===== src/verilog/tps_pkg.sv =====
package tps_pkg;
	// register indices; byte address is four times the index
	localparam logic [8:0] IDX_OPTION_B1 = 9'h081;
	localparam logic [8:0] IDX_OPTION_B3 = 9'h181;
	localparam logic [8:0] IDX_TIMER0 = 9'h101;
	localparam logic [8:0] IDX_INTERRUPT_CONTROL_B0 = 9'h00b;
	localparam logic [8:0] IDX_INTERRUPT_CONTROL_B1 = 9'h08b;
	localparam logic [8:0] IDX_INTERRUPT_CONTROL_B2 = 9'h10b;
	localparam logic [8:0] IDX_INTERRUPT_CONTROL_B3 = 9'h18b;
	localparam logic [8:0] IDX_IRQ_STATUS = 9'h1f0;
	localparam logic [8:0] IDX_IRQ_MASK = 9'h1f1;

	// option register fields
	localparam int OPT_PULLUP_DIS = 7;
	localparam int OPT_INT_EDGE = 6;
	localparam int OPT_T0_SRC = 5;
	localparam int OPT_T0_EDGE = 4;
	localparam int OPT_PS_ASSIGN = 3;
	localparam int OPT_RATE_HI = 2;

	// interrupt control fields
	localparam int IC_T0_FLAG = 2;
	localparam int IC_EXT_FLAG = 1;

	// sticky event bits
	localparam int EV_T0_OVF = 0;
	localparam int EV_EXT_INT = 1;
	localparam int EV_WDT_TICK = 2;
	localparam int EV_W = 3;

	localparam logic [7:0] OPTION_RESET = 8'hff;
	localparam logic [7:0] INTERRUPT_CONTROL_RESET = 8'h00;
	localparam logic [7:0] TIMER0_RESET = 8'h00;
	localparam logic [7:0] BYTE_ONES = 8'hff;

	typedef enum logic [1:0] {
		TPS_IDLE = 2'b01,
		TPS_ACK = 2'b10
	} tps_bus_t;

	typedef struct packed {
		tps_bus_t bus;
		logic [31:0] rdata;
		logic [7:0] option;
		logic [7:0] timer0;
		logic [7:0] interrupt_control;
		logic [7:0] ps_cnt;
		logic ext_clk_q;
		logic ext_int_q;
		logic [EV_W-1:0] irq_status;
		logic [EV_W-1:0] irq_mask;
		logic [7:0] pullup_en;
		logic wdt_tick;
	} tps_state_t;
endpackage


===== src/verilog/tps_timer0.sv =====
`timescale 1ns/1ps
// What this block does
// - one prescaler shared; assign bit 3 set gives it to watchdog, clear to timer0
// - rate field 000 gives timer0 1:2 or watchdog 1:1, doubling per step
// - clock source bit 5 set counts pin edges, clear counts instruction cycles
// - source edge bit 4 set counts falling pin edges, clear counts rising ones
// - interrupt edge bit 6 set triggers on rising edge, clear on falling edge
// - bit 7 set disables all pull-ups; clear lets each pin's setting decide
// - option register fully read/write, resets to all ones
// - option register seen at two bank addresses sharing one storage
// - interrupt control register reachable from every bank, resets to zero
module tps_timer0 (
	input wire logic clk_sys,
	input wire logic nrst,
	input wire logic [10:0] avs_address,
	input wire logic avs_read,
	input wire logic avs_write,
	input wire logic [31:0] avs_writedata,
	input wire logic [3:0] avs_byteenable,
	output logic [31:0] avs_readdata,
	output logic avs_waitrequest,
	input wire logic instruction_cycle_clock,
	input wire logic timer0_ext_clock_pin,
	input wire logic ext_interrupt_pin,
	input wire logic watchdog_timer_raw_tick,
	input wire logic [7:0] port_direction,
	output logic watchdog_timer_tick,
	output logic [7:0] port_pullup_en,
	output logic irq
);
	tps_pkg::tps_state_t st;
	tps_pkg::tps_state_t next_st;

	function automatic logic is_interrupt_control(input logic [8:0] idx);
		is_interrupt_control = (idx == tps_pkg::IDX_INTERRUPT_CONTROL_B0) || (idx == tps_pkg::IDX_INTERRUPT_CONTROL_B1) ||
			(idx == tps_pkg::IDX_INTERRUPT_CONTROL_B2) || (idx == tps_pkg::IDX_INTERRUPT_CONTROL_B3);
	endfunction

	function automatic logic is_option(input logic [8:0] idx);
		is_option = (idx == tps_pkg::IDX_OPTION_B1) || (idx == tps_pkg::IDX_OPTION_B3);
	endfunction

	// low bits of the prescaler that must all be ones before a tick passes
	function automatic logic [7:0] ps_mask(input logic [2:0] rate, input logic to_wdt);
		if (to_wdt) begin
			ps_mask = tps_pkg::BYTE_ONES >> (4'd8 - {1'b0, rate});
		end else begin
			ps_mask = tps_pkg::BYTE_ONES >> (3'd7 - rate);
		end
	endfunction

	localparam int EV_W_HI = tps_pkg::EV_W - 1;

	logic [8:0] idx;
	logic req;
	logic wr_go;
	logic [7:0] wbyte;
	logic ext_clk_rise;
	logic ext_clk_fall;
	logic t0_src_ev;
	logic ps_src_ev;
	logic ps_tick;
	logic [7:0] mask;
	logic t0_inc;
	logic ext_int_ev;
	logic t0_ovf_ev;
	logic to_wdt;

	assign idx = avs_address[10:2];
	assign req = avs_read || avs_write;
	assign wr_go = avs_write && (st.bus == tps_pkg::TPS_ACK) && avs_byteenable[0];
	assign wbyte = avs_writedata[7:0];
	assign to_wdt = st.option[tps_pkg::OPT_PS_ASSIGN];

	assign ext_clk_rise = timer0_ext_clock_pin && !st.ext_clk_q;
	assign ext_clk_fall = !timer0_ext_clock_pin && st.ext_clk_q;

	always_comb begin
		// source edge selects which pin transition counts
		if (st.option[tps_pkg::OPT_T0_SRC]) begin
			t0_src_ev = st.option[tps_pkg::OPT_T0_EDGE] ? ext_clk_fall : ext_clk_rise;
		end else begin
			t0_src_ev = instruction_cycle_clock;
		end
	end

	// shared prescaler: fed by the watchdog or by the timer0 source
	assign ps_src_ev = to_wdt ? watchdog_timer_raw_tick : t0_src_ev;
	assign mask = ps_mask(st.option[tps_pkg::OPT_RATE_HI:0], to_wdt);
	assign ps_tick = ps_src_ev && ((st.ps_cnt & mask) == mask);
	// with the prescaler on the watchdog, timer0 runs undivided
	assign t0_inc = to_wdt ? t0_src_ev : ps_tick;
	assign t0_ovf_ev = t0_inc && (st.timer0 == tps_pkg::BYTE_ONES);

	assign ext_int_ev = st.option[tps_pkg::OPT_INT_EDGE] ?
		(ext_interrupt_pin && !st.ext_int_q) : (!ext_interrupt_pin && st.ext_int_q);

	always_comb begin
		next_st = st;
		next_st.ext_clk_q = timer0_ext_clock_pin;
		next_st.ext_int_q = ext_interrupt_pin;
		next_st.wdt_tick = to_wdt ? ps_tick : watchdog_timer_raw_tick;
		next_st.pullup_en = st.option[tps_pkg::OPT_PULLUP_DIS] ? 8'h00 : port_direction;

		if (ps_src_ev) begin
			next_st.ps_cnt = st.ps_cnt + 8'h01;
		end
		if (t0_inc) begin
			next_st.timer0 = st.timer0 + 8'h01;
		end

		// bus handshake: one wait cycle, then the answer
		case (st.bus)
			tps_pkg::TPS_IDLE: begin
				if (req) begin
					next_st.bus = tps_pkg::TPS_ACK;
				end
				next_st.rdata = 32'h0000_0000;
				if (is_option(idx)) begin
					next_st.rdata[7:0] = st.option;
				end else if (idx == tps_pkg::IDX_TIMER0) begin
					next_st.rdata[7:0] = st.timer0;
				end else if (is_interrupt_control(idx)) begin
					next_st.rdata[7:0] = st.interrupt_control;
				end else if (idx == tps_pkg::IDX_IRQ_STATUS) begin
					next_st.rdata[EV_W_HI:0] = st.irq_status;
				end else if (idx == tps_pkg::IDX_IRQ_MASK) begin
					next_st.rdata[EV_W_HI:0] = st.irq_mask;
				end
			end
			tps_pkg::TPS_ACK: begin
				next_st.bus = tps_pkg::TPS_IDLE;
			end
			default: begin
				next_st.bus = tps_pkg::TPS_IDLE;
			end
		endcase

		if (wr_go) begin
			if (is_option(idx)) begin
				next_st.option = wbyte;
			end else if (idx == tps_pkg::IDX_TIMER0) begin
				// a write restarts the count; it clears the shared prescaler only while the prescaler is assigned to timer0
				next_st.timer0 = wbyte;
				if (!to_wdt) begin
					next_st.ps_cnt = 8'h00;
				end
			end else if (is_interrupt_control(idx)) begin
				next_st.interrupt_control = wbyte;
			end else if (idx == tps_pkg::IDX_IRQ_MASK) begin
				next_st.irq_mask = wbyte[EV_W_HI:0];
			end
		end

		// hardware sets win over a software write in the same cycle
		if (t0_ovf_ev) begin
			next_st.interrupt_control[tps_pkg::IC_T0_FLAG] = 1'b1;
		end
		if (ext_int_ev) begin
			next_st.interrupt_control[tps_pkg::IC_EXT_FLAG] = 1'b1;
		end
		if (wr_go && (idx == tps_pkg::IDX_IRQ_STATUS)) begin
			next_st.irq_status = st.irq_status & ~wbyte[EV_W_HI:0];
		end
		next_st.irq_status[tps_pkg::EV_T0_OVF] = next_st.irq_status[tps_pkg::EV_T0_OVF] | t0_ovf_ev;
		next_st.irq_status[tps_pkg::EV_EXT_INT] = next_st.irq_status[tps_pkg::EV_EXT_INT] | ext_int_ev;
		next_st.irq_status[tps_pkg::EV_WDT_TICK] = next_st.irq_status[tps_pkg::EV_WDT_TICK] | next_st.wdt_tick;
	end

	always_ff @(posedge clk_sys or negedge nrst) begin
		if (!nrst) begin
			st.bus <= tps_pkg::TPS_IDLE;
			st.rdata <= 32'h0000_0000;
			st.option <= tps_pkg::OPTION_RESET;
			st.timer0 <= tps_pkg::TIMER0_RESET;
			st.interrupt_control <= tps_pkg::INTERRUPT_CONTROL_RESET;
			st.ps_cnt <= 8'h00;
			st.ext_clk_q <= 1'b0;
			st.ext_int_q <= 1'b0;
			st.irq_status <= '0;
			st.irq_mask <= '0;
			st.pullup_en <= 8'h00;
			st.wdt_tick <= 1'b0;
		end else begin
			st <= next_st;
		end
	end

	assign avs_waitrequest = req && (st.bus == tps_pkg::TPS_IDLE);
	assign avs_readdata = st.rdata;
	assign watchdog_timer_tick = st.wdt_tick;
	assign port_pullup_en = st.pullup_en;
	assign irq = |(st.irq_status & st.irq_mask);
endmodule


===== config.mk =====
export PLATFORM = sky130hd
export DESIGN_NAME = tps_timer0
export DESIGN_NICKNAME = d
export VERILOG_FILES = /design/src/verilog/tps_pkg.sv /design/src/verilog/tps_timer0.sv
export SDC_FILE = /design/constraint.sdc
export NUM_CORES = 1
export LEC_CHECK = 0
export BUFFER_PORTS_ARGS = -buffer_cell sky130_fd_sc_hd__buf_2
export CELL_PAD_IN_SITES_DETAIL_PLACEMENT = 0
export CELL_PAD_IN_SITES_GLOBAL_PLACEMENT = 1
export CORE_ASPECT_RATIO = 0.75
export CORE_MARGIN = 2
export CORE_UTILIZATION = 30
export DETAILED_ROUTE_END_ITERATION = 7
export GPL_TIMING_DRIVEN = 0
export PLACE_DENSITY = 0.69
export SETUP_SLACK_MARGIN = 0.2
export SLEW_MARGIN = 25
export SYNTH_ARGS = -nofsm -noshare
export SYNTH_HDL_FRONTEND = slang
export SYNTH_SLANG_ARGS = --single-unit
export TNS_END_PERCENT = 5

===== constraint.sdc =====
create_clock -name clk_sys -period 4.9 [get_ports clk_sys]
set_input_delay 0.98 -clock clk_sys [delete_from_list [all_inputs] [get_ports clk_sys]]
set_output_delay 0.98 -clock clk_sys [all_outputs]
set_load 0.01 [all_outputs]

== Yosys cells after proc, flatten, opt, wreduce, memory -nomap -nowiden ==
Index checks and enable logic that the tools add are counted.

* Shifts and indexed selects: 2
* Eq/ne operators: 18
* Muxes and demuxes: 28
* Add/subtract/negate cells: 4
* Reduce and logical (&&, ||, !) cells: 29
* Order comparisons: 0
* Div/mod/pow operators: 0
* Bitwise gates (word level): 10
* Multiply operators: 0

{| class="wikitable"
|+ Operators by type and width
! cell !! count
|-
| $mux 8 || 11
|-
| $eq 9x9->1 const B || 6
|-
| $mux 24 || 2
|-
| $eq 9x8->1 const B || 2
|-
| $add 8x1->8 const B || 2
|-
| $mux 3 || 4
|-
| $reduce_and 4->1 || 3
|-
| $logic_and 1x1->1 || 10
|-
| $ne 2x2->1 const B || 5
|-
| $eq 9x4->1 const B || 1
|-
| $and 8x8->8 || 1
|-
| $eq 8x8->1 || 1
|-
| $eq 8x8->1 const B || 1
|-
| $mux 1 || 8
|-
| $reduce_bool 2->1 || 4
|-
| $shr 8x3->8 const A || 1
|-
| $shr 8x4->8 const A || 1
|-
| $and 3x3->3 || 2
|-
| $logic_or 1x1->1 || 5
|-
| $mux 5 || 1
|-
| $reduce_and 5->1 || 1
|-
| $logic_not 1->1 || 4
|-
| $mux 2 || 2
|-
| $sub 4x3->4 const A || 1
|-
| 8 further kinds || 12
|}

* ROM bits: 0
* Memories kept: 0
* Flip-flop bits (word level): 59
* Latch bits: 0
* Input bits: 63
* Word-level logic and storage cells: 105
* Bits in writable memories: 0

== Logic depth before layout (Yosys ltp) ==
Gate-level depths: netlist of run 1.

* Depth after elaboration: 12
* Gate-level depth with buffers: 8
* Depth with buffers taken out: 8

== Worst setup path before layout of run 1 ==
No wires, ideal clock.

* Path kind: input to register
* From: input avs_address[2]
* To: register st[17] (netlist name)
* Slack: 2.373 ns
* Cell stages on the path: 7
* Data arrival time: 2.399 ns
* Path buffers: 2
* Path through: buf_4 > nor4b_1 > nand2_1 > or3_1 > clkbuf_1 > nor2_2 > nor2_1

{| class="wikitable"
|+ RTL lines
! element !! RTL line !! source
|-
| start: declaration || tps_timer0.sv:15 || <nowiki>input wire logic [10:0] avs_address,</nowiki>
|-
| end signal: assignment || tps_timer0.sv:185 || <nowiki>st <= next_st;</nowiki>
|-
| end: declaration || tps_timer0.sv:31 || <nowiki>tps_pkg::tps_state_t st;</nowiki>
|}

==> flow_summary.ini, run 1 <==
[outcome]
outcome = finished, final reports clean

[timing]
finalCriticalPeriod_ns = 2.664
maxSlewHeadroom = 0.3952
worstMarginPinSlew_ns = 0.9039
fin_skew_ns = 0.007082
finalSetupViolCount = 0
fmax_ghz = 0.3753
finalCritPeriodShare = 0.5437
finalSetupTns_ns = 0
fin_hold_ws_ns = 0.4798
rsz0062_at_grt = false
finalMaxSlewViolations = 0
hold_viol = 0

[synthesis]
synth_area_mm2 = 0.003284
synth_cells = 325
avgSynthCellArea_um2 = 10.11
ys_seq_area_frac = 0.4530
synth_cell_types = 56
yosysWarnings = 0
synth-async-reset-ratio = 1.000
synth.ff_latch_count = 59
synth_edf_count = 0
ys.flop_type = dfrtp_1

[place]
gp_congestion = 0.8147
placed_area_mm2 = 0.003804
dp.cells = 539
place_hpwl_mm = 5.547
io_buffers = 51

[cts]
ctsRootBufferMaster = clkbuf_16
clock_latency_ns = 0.33
clock_sinks = 59
htree_levels = 3
cts_resized = 0
cts_tree = yes
clock_path_buffers = 2
cts_inserted_buffers = 9
clkTransAtPathRegs_ns = 0.05
ctsHoldBuffers = 0
post_cts_buffers = 0

[finish]
final_cell_mix = buf_2 (53), dfrtp_1 (50), buf_4 (42)
drive_above_1_share = 0.3639
insertedDiodeCount = 0
syn2layout_area_growth_pct = 24.61
nNetsFinal = 476
fill_cells = 1127
final_common_cell = buf_2
fin_cells = 555
final_area_mm2 = 0.004093

[global_route]
grt_pass1_wl_mm = 12.46
grt_pass1_vias = 2396
grt_antenna_before_repair = 0
grt-ovfl-total = 0
gr-usage-all-layers = 0.1367
grt_max_degree = 60

[floorplan]
fp-row-count = 33
start_util = 0.3036
fp.dieH_um = 94.62
dieArea_mm2 = 0.01181
ios = 106
coreArea_mm2 = 0.01082
die_w_um = 124.8

[critical_path]
critical_path_class = reg -> reg
worstPathArrival_ns = 2.93
cp_max_fo = 9
critPathLaunchType = register
worstSetupEndpointType = register
required_ns = 5.16

[route]
postRouteAntennaNets = 0
viasPerCell = 4.506
firstDrtPassIters = 4
routed_wl_mm = 7.553
drc = 0
wl_per_cell_um = 13.61
drt_iter0_markers = 136
vias = 2501

[power_and_ir_drop]
p_per_area_mw_per_mm2 = 412.1
p_leak_nw = 1.936
ir_drop_v = 0.0001931

[job]
cap_violations = 0

[worst_hold_path]
hold_path.class = reg -> reg
## registers in the layout, summed over array words and instances (netlist names)
| signal | count |
|---|---|
| watchdog_timer_tick | 1 |
| st | 42 |
| port_pullup_en | 8 |
| avs_readdata | 8 |
## kinds of logic (layout without fill, tap and decap cells)
group	Yosys count	after routing	share of synthesized area
other	1	24	0.001142
adders and majority gates	3	3	0.01143
DFF	59	59	0.4530
muxes	31	31	0.1021
buffers and inverters	57	124	0.1154
and+or+nand+nor	121	121	0.1905
xor gates and xnor gates	9	9	0.02629
AOI/OAI and AO/OA	44	44	0.1002
## per-stage QoR
stage | power (mW) | util | worst slack [ns]
6_report | 1.687 | 0.3783 | 2.236
4_1_cts | 1.707 | 0.3783 | 2.245
3_3_place_gp | 1.067 | 0.3514 | 1.956
2_1_floorplan | 0.9638 | - | 2.373
5_1_grt | 1.805 | 0.3783 | 2.003
3_5_place_dp | 1.077 | 0.3516 | 1.937
## worst max-delay path, stage by stage (launching register included)
cell	delay, ns
dfstp_2	0.61
inv_1	0.09
ha_1	0.23
xnor2_2	0.23
a311o_2	0.22
nand4_2	0.14
o31ai_4	0.62
mux2_2	0.40
nand2_1	0.05
## area by class of cell
class | instances | area, um2 | area share
Multi-Input combinational cell | 232 | 1504 | 0.3675
Sequential cell | 59 | 1488 | 0.3635
Buffer | 49 | 349.1 | 0.08529
Timing Repair Buffer | 51 | 257.7 | 0.06298
Clock buffer | 14 | 254.0 | 0.06206
Tap cell | 140 | 175.2 | 0.04280
Clock inverter | 2 | 35.03 | 0.008560
Inverter | 8 | 30.03 | 0.007337
## path summary, 6_finish.rpt
path	from	endpoint	slack, ns	cells past startpoint
max	st[41]$_DFFE_PN1P_	st[40]$_DFF_PN0_	2.24	8
min	avs_readdata[3]$_DFFE_PN0P_	avs_readdata[3]$_DFFE_PN0P_	0.48	2
max reg2reg	st[41]$_DFFE_PN1P_	st[40]$_DFF_PN0_	2.24	8
min reg2reg	avs_readdata[3]$_DFFE_PN0P_	avs_readdata[3]$_DFFE_PN0P_	0.48	2
max in group asynchronous	nrst	st[15]$_DFF_PN0_	3.68	1
min in group asynchronous	nrst	st[21]$_DFF_PN0_	0.73	1
## Yosys cell counts (2+ instances only)
cell type / count / area (um2)
nor2_1: 19 / 71.32
and2_1: 5 / 31.28
buf_2: 3 / 15.01
nand3_1: 12 / 60.06
ha_1: 3 / 37.54
dfstp_2: 9 / 236.5
clkbuf_1: 4 / 15.01
mux2_2: 20 / 225.2
xnor2_1: 3 / 26.28
a211o_2: 2 / 20.02
nand3b_1: 3 / 22.52
a221oi_1: 3 / 26.28
inv_1: 8 / 30.03
or2_2: 2 / 12.51
dfrtp_1: 50 / 1251
a222oi_1: 6 / 60.06
nor3b_1: 2 / 15.01
o21ai_0: 12 / 60.06
nor2b_1: 9 / 56.30
and3_1: 3 / 18.77
a21oi_1: 8 / 40.04
mux2i_1: 11 / 110.1
buf_4: 41 / 307.8
nor3_1: 9 / 45.04
nand2b_1: 2 / 12.51
nand4_1: 6 / 37.54
xor2_1: 5 / 43.79
nand2_1: 37 / 138.9
## layer usage
layer,up-vias,part of all wire,global-route usage,routed length (um)
met4,0,0.013,0.04722,96
li1,1250,-,-,-
met3,11,0.049,0.04363,372
met2,57,0.43,0.1985,3284
met5,-,0,0,0
met1,1183,0.50,0.1923,3799
## report_power, final
| part | leakage (nW) | total, mW | switching, mW | internal (mW) |
|---|---|---|---|---|
| Sequential | 0.694 | 0.669 | 0.0962 | 0.573 |
| Combinational | 1.10 | 0.404 | 0.212 | 0.191 |
| Clock | 0.141 | 0.613 | 0.207 | 0.406 |
No activity file was read; power rests on OpenSTA's default activity.
==> inputs of run 2 (changes only) <==
Settings changed: PLACE_DENSITY 0.69 to 0.72.
Clock period 4.9 ns to 2.25 ns, I/O delays scaled along.
==> run 2 against run 1 <==
- non-clock buffer count grew 3
- final cell count grew 0.36%
- largest power group unchanged
- power grew 130%
- count of clock-buffer cells in the layout shrank 4
==> flow_summary.ini, run 2 (synthesis gave the netlist of run 1 again) <==
[route]
viasPerCell = 4.576
vias = 2549
drc = 0
drt_iter0_markers = 162
wl_per_cell_um = 13.97
routed_wl_mm = 7.783
firstDrtPassIters = 4
postRouteAntennaNets = 0

[floorplan]
dieArea_mm2 = 0.01181
die_w_um = 124.8
ios = 106
fp.dieH_um = 94.62
fp-row-count = 33
coreArea_mm2 = 0.01082
start_util = 0.3036

[timing]
hold_viol = 0
fmax_ghz = 0.4648
setup_ws_ns = 0.09864
finalSetupViolCount = 0
fin_skew_ns = 0.007018
worstMarginPinSlew_ns = 0.7636
finalCritPeriodShare = 0.9562
finalCriticalPeriod_ns = 2.151
finalMaxSlewViolations = 0
rsz0062_at_grt = true
maxSlewHeadroom = 0.4910
fin_hold_ws_ns = 0.1854
finalSetupTns_ns = 0

[finish]
fill_cells = 1075
final_cell_mix = buf_2 (53), dfrtp_1 (50), buf_4 (44)
multi_input_area_mm2 = 0.001592
nNetsFinal = 479
fin_cells = 557
top_register = st
fin_util = 0.3915
drive_above_1_share = 0.4029
final_common_cell = buf_2
final_area_mm2 = 0.004235
syn2layout_area_growth_pct = 28.95
insertedDiodeCount = 0
final-seq-area_mm2 = 0.001488
largest_register_ffs = 42

[worst_hold_path]
hold_path.class = in -> async

[critical_path]
crit_family = flip-flops
cp_max_fo = 9
cp.buffers_inverters = 2
critPathLaunchType = register
required_ns = 2.44
worstPathArrival_ns = 2.34
critPathMaxStageDelay_ns = 0.56
critical_path_class = reg -> reg
cp_slowest_cell = dfstp_2
worstSetupEndpointType = register
worstPathCellList = inv_2 -> ha_4 -> and3_1 -> a211o_2 -> nand4_4 -> o31ai_4 -> buf_12 -> mux2i_2 -> nand3_1

[global_route]
grt_pass1_vias = 2528
grt_pass1_wl_mm = 12.83
grt_antenna_before_repair = 0
gr-usage-all-layers = 0.1380
grt-ovfl-total = 0
grt_max_degree = 60

[power_and_ir_drop]
p_leak_nw = 1.997
ir_drop_v = 0.0004569
power.total_mw = 3.836
p_per_area_mw_per_mm2 = 905.7

[place]
io_buffers = 51
place_hpwl_mm = 5.687
gp_congestion = 0.7704
dp.cells = 539
preCtsSetupSlack_ns = -0.2505
placed_area_mm2 = 0.003844

[cts]
clock_latency_ns = 0.32
htree_levels = 3
cts_inserted_buffers = 9
cts_tree = yes
ctsRootBufferMaster = clkbuf_16
clkTransAtPathRegs_ns = 0.05
clock_path_buffers = 2
clock_sinks = 59
ctsHoldBuffers = 0

[job]
cap_violations = 0

[outcome]
outcome = finished, final reports clean
[run 2: cell types whose count changed in the layout (fill, tap and decap cells not counted), moves of 2 or more]
cell | previous run | this run
buf_4 | 42 | 44
clkbuf_1 | 8 | 4
inv_1 | 8 | 6
inv_2 | 0 | 2
mux2_2 | 20 | 18
mux2_4 | 0 | 2
mux2i_1 | 11 | 9
mux2i_2 | 0 | 2
nor2_1 | 19 | 17
nor2_4 | 0 | 2
nor3_1 | 9 | 7
[run 2: final cells by class]
class                           count  share of cell area
Inverter                            8            0.007090
Timing Repair Buffer               54             0.06913
Tap cell                          140             0.04136
Buffer                             49             0.08272
Multi-Input combinational cell    232              0.3758
Clock inverter                      5             0.01861
Sequential cell                    59              0.3513
Clock buffer                       10             0.05406
[run 2: final timing paths]
path	to	depth (start not counted)	slack [ns]	from
max in group asynchronous	st[28]$_DFFE_PN0P_	1	1.53	nrst
hold reg to reg	avs_readdata[3]$_DFFE_PN0P_	2	0.49	avs_readdata[3]$_DFFE_PN0P_
min in group clk_sys	st[15]$_DFF_PN0_	1	0.26	ext_interrupt_pin
setup / recovery	st[39]$_DFF_PN0_	9	0.1	st[41]$_DFFE_PN1P_
setup reg to reg	st[39]$_DFF_PN0_	9	0.1	st[41]$_DFFE_PN1P_
hold / removal	port_pullup_en[7]$_DFF_PN0_	1	0.19	nrst
[run 2: repair_timing]
action                                  in CTS  in global routing
endpoints found under the hold margin        0                  0
endpoints found under the setup margin      28                 33
gates resized for setup                      0                 13
setup buffers                                3                  0
pin swaps                                    1                  9
[run 2: layer usage]
layer,vias up,share of wire,track usage,routed length [um]
met5,-,0,0,0
met4,0,0.0096,0.04167,75
met3,6,0.061,0.04646,472
met2,81,0.42,0.2040,3236
met1,1198,0.51,0.1920,3999
li1,1264,-,-,-
[run 2: where the power goes]
| part | internal (mW) | total (mW) | leakage [nW] | switching (mW) |
|---|---|---|---|---|
| Clock | 0.959 | 1.42 | 0.152 | 0.457 |
| Combinational | 0.464 | 0.960 | 1.15 | 0.496 |
| Sequential | 1.25 | 1.46 | 0.694 | 0.212 |
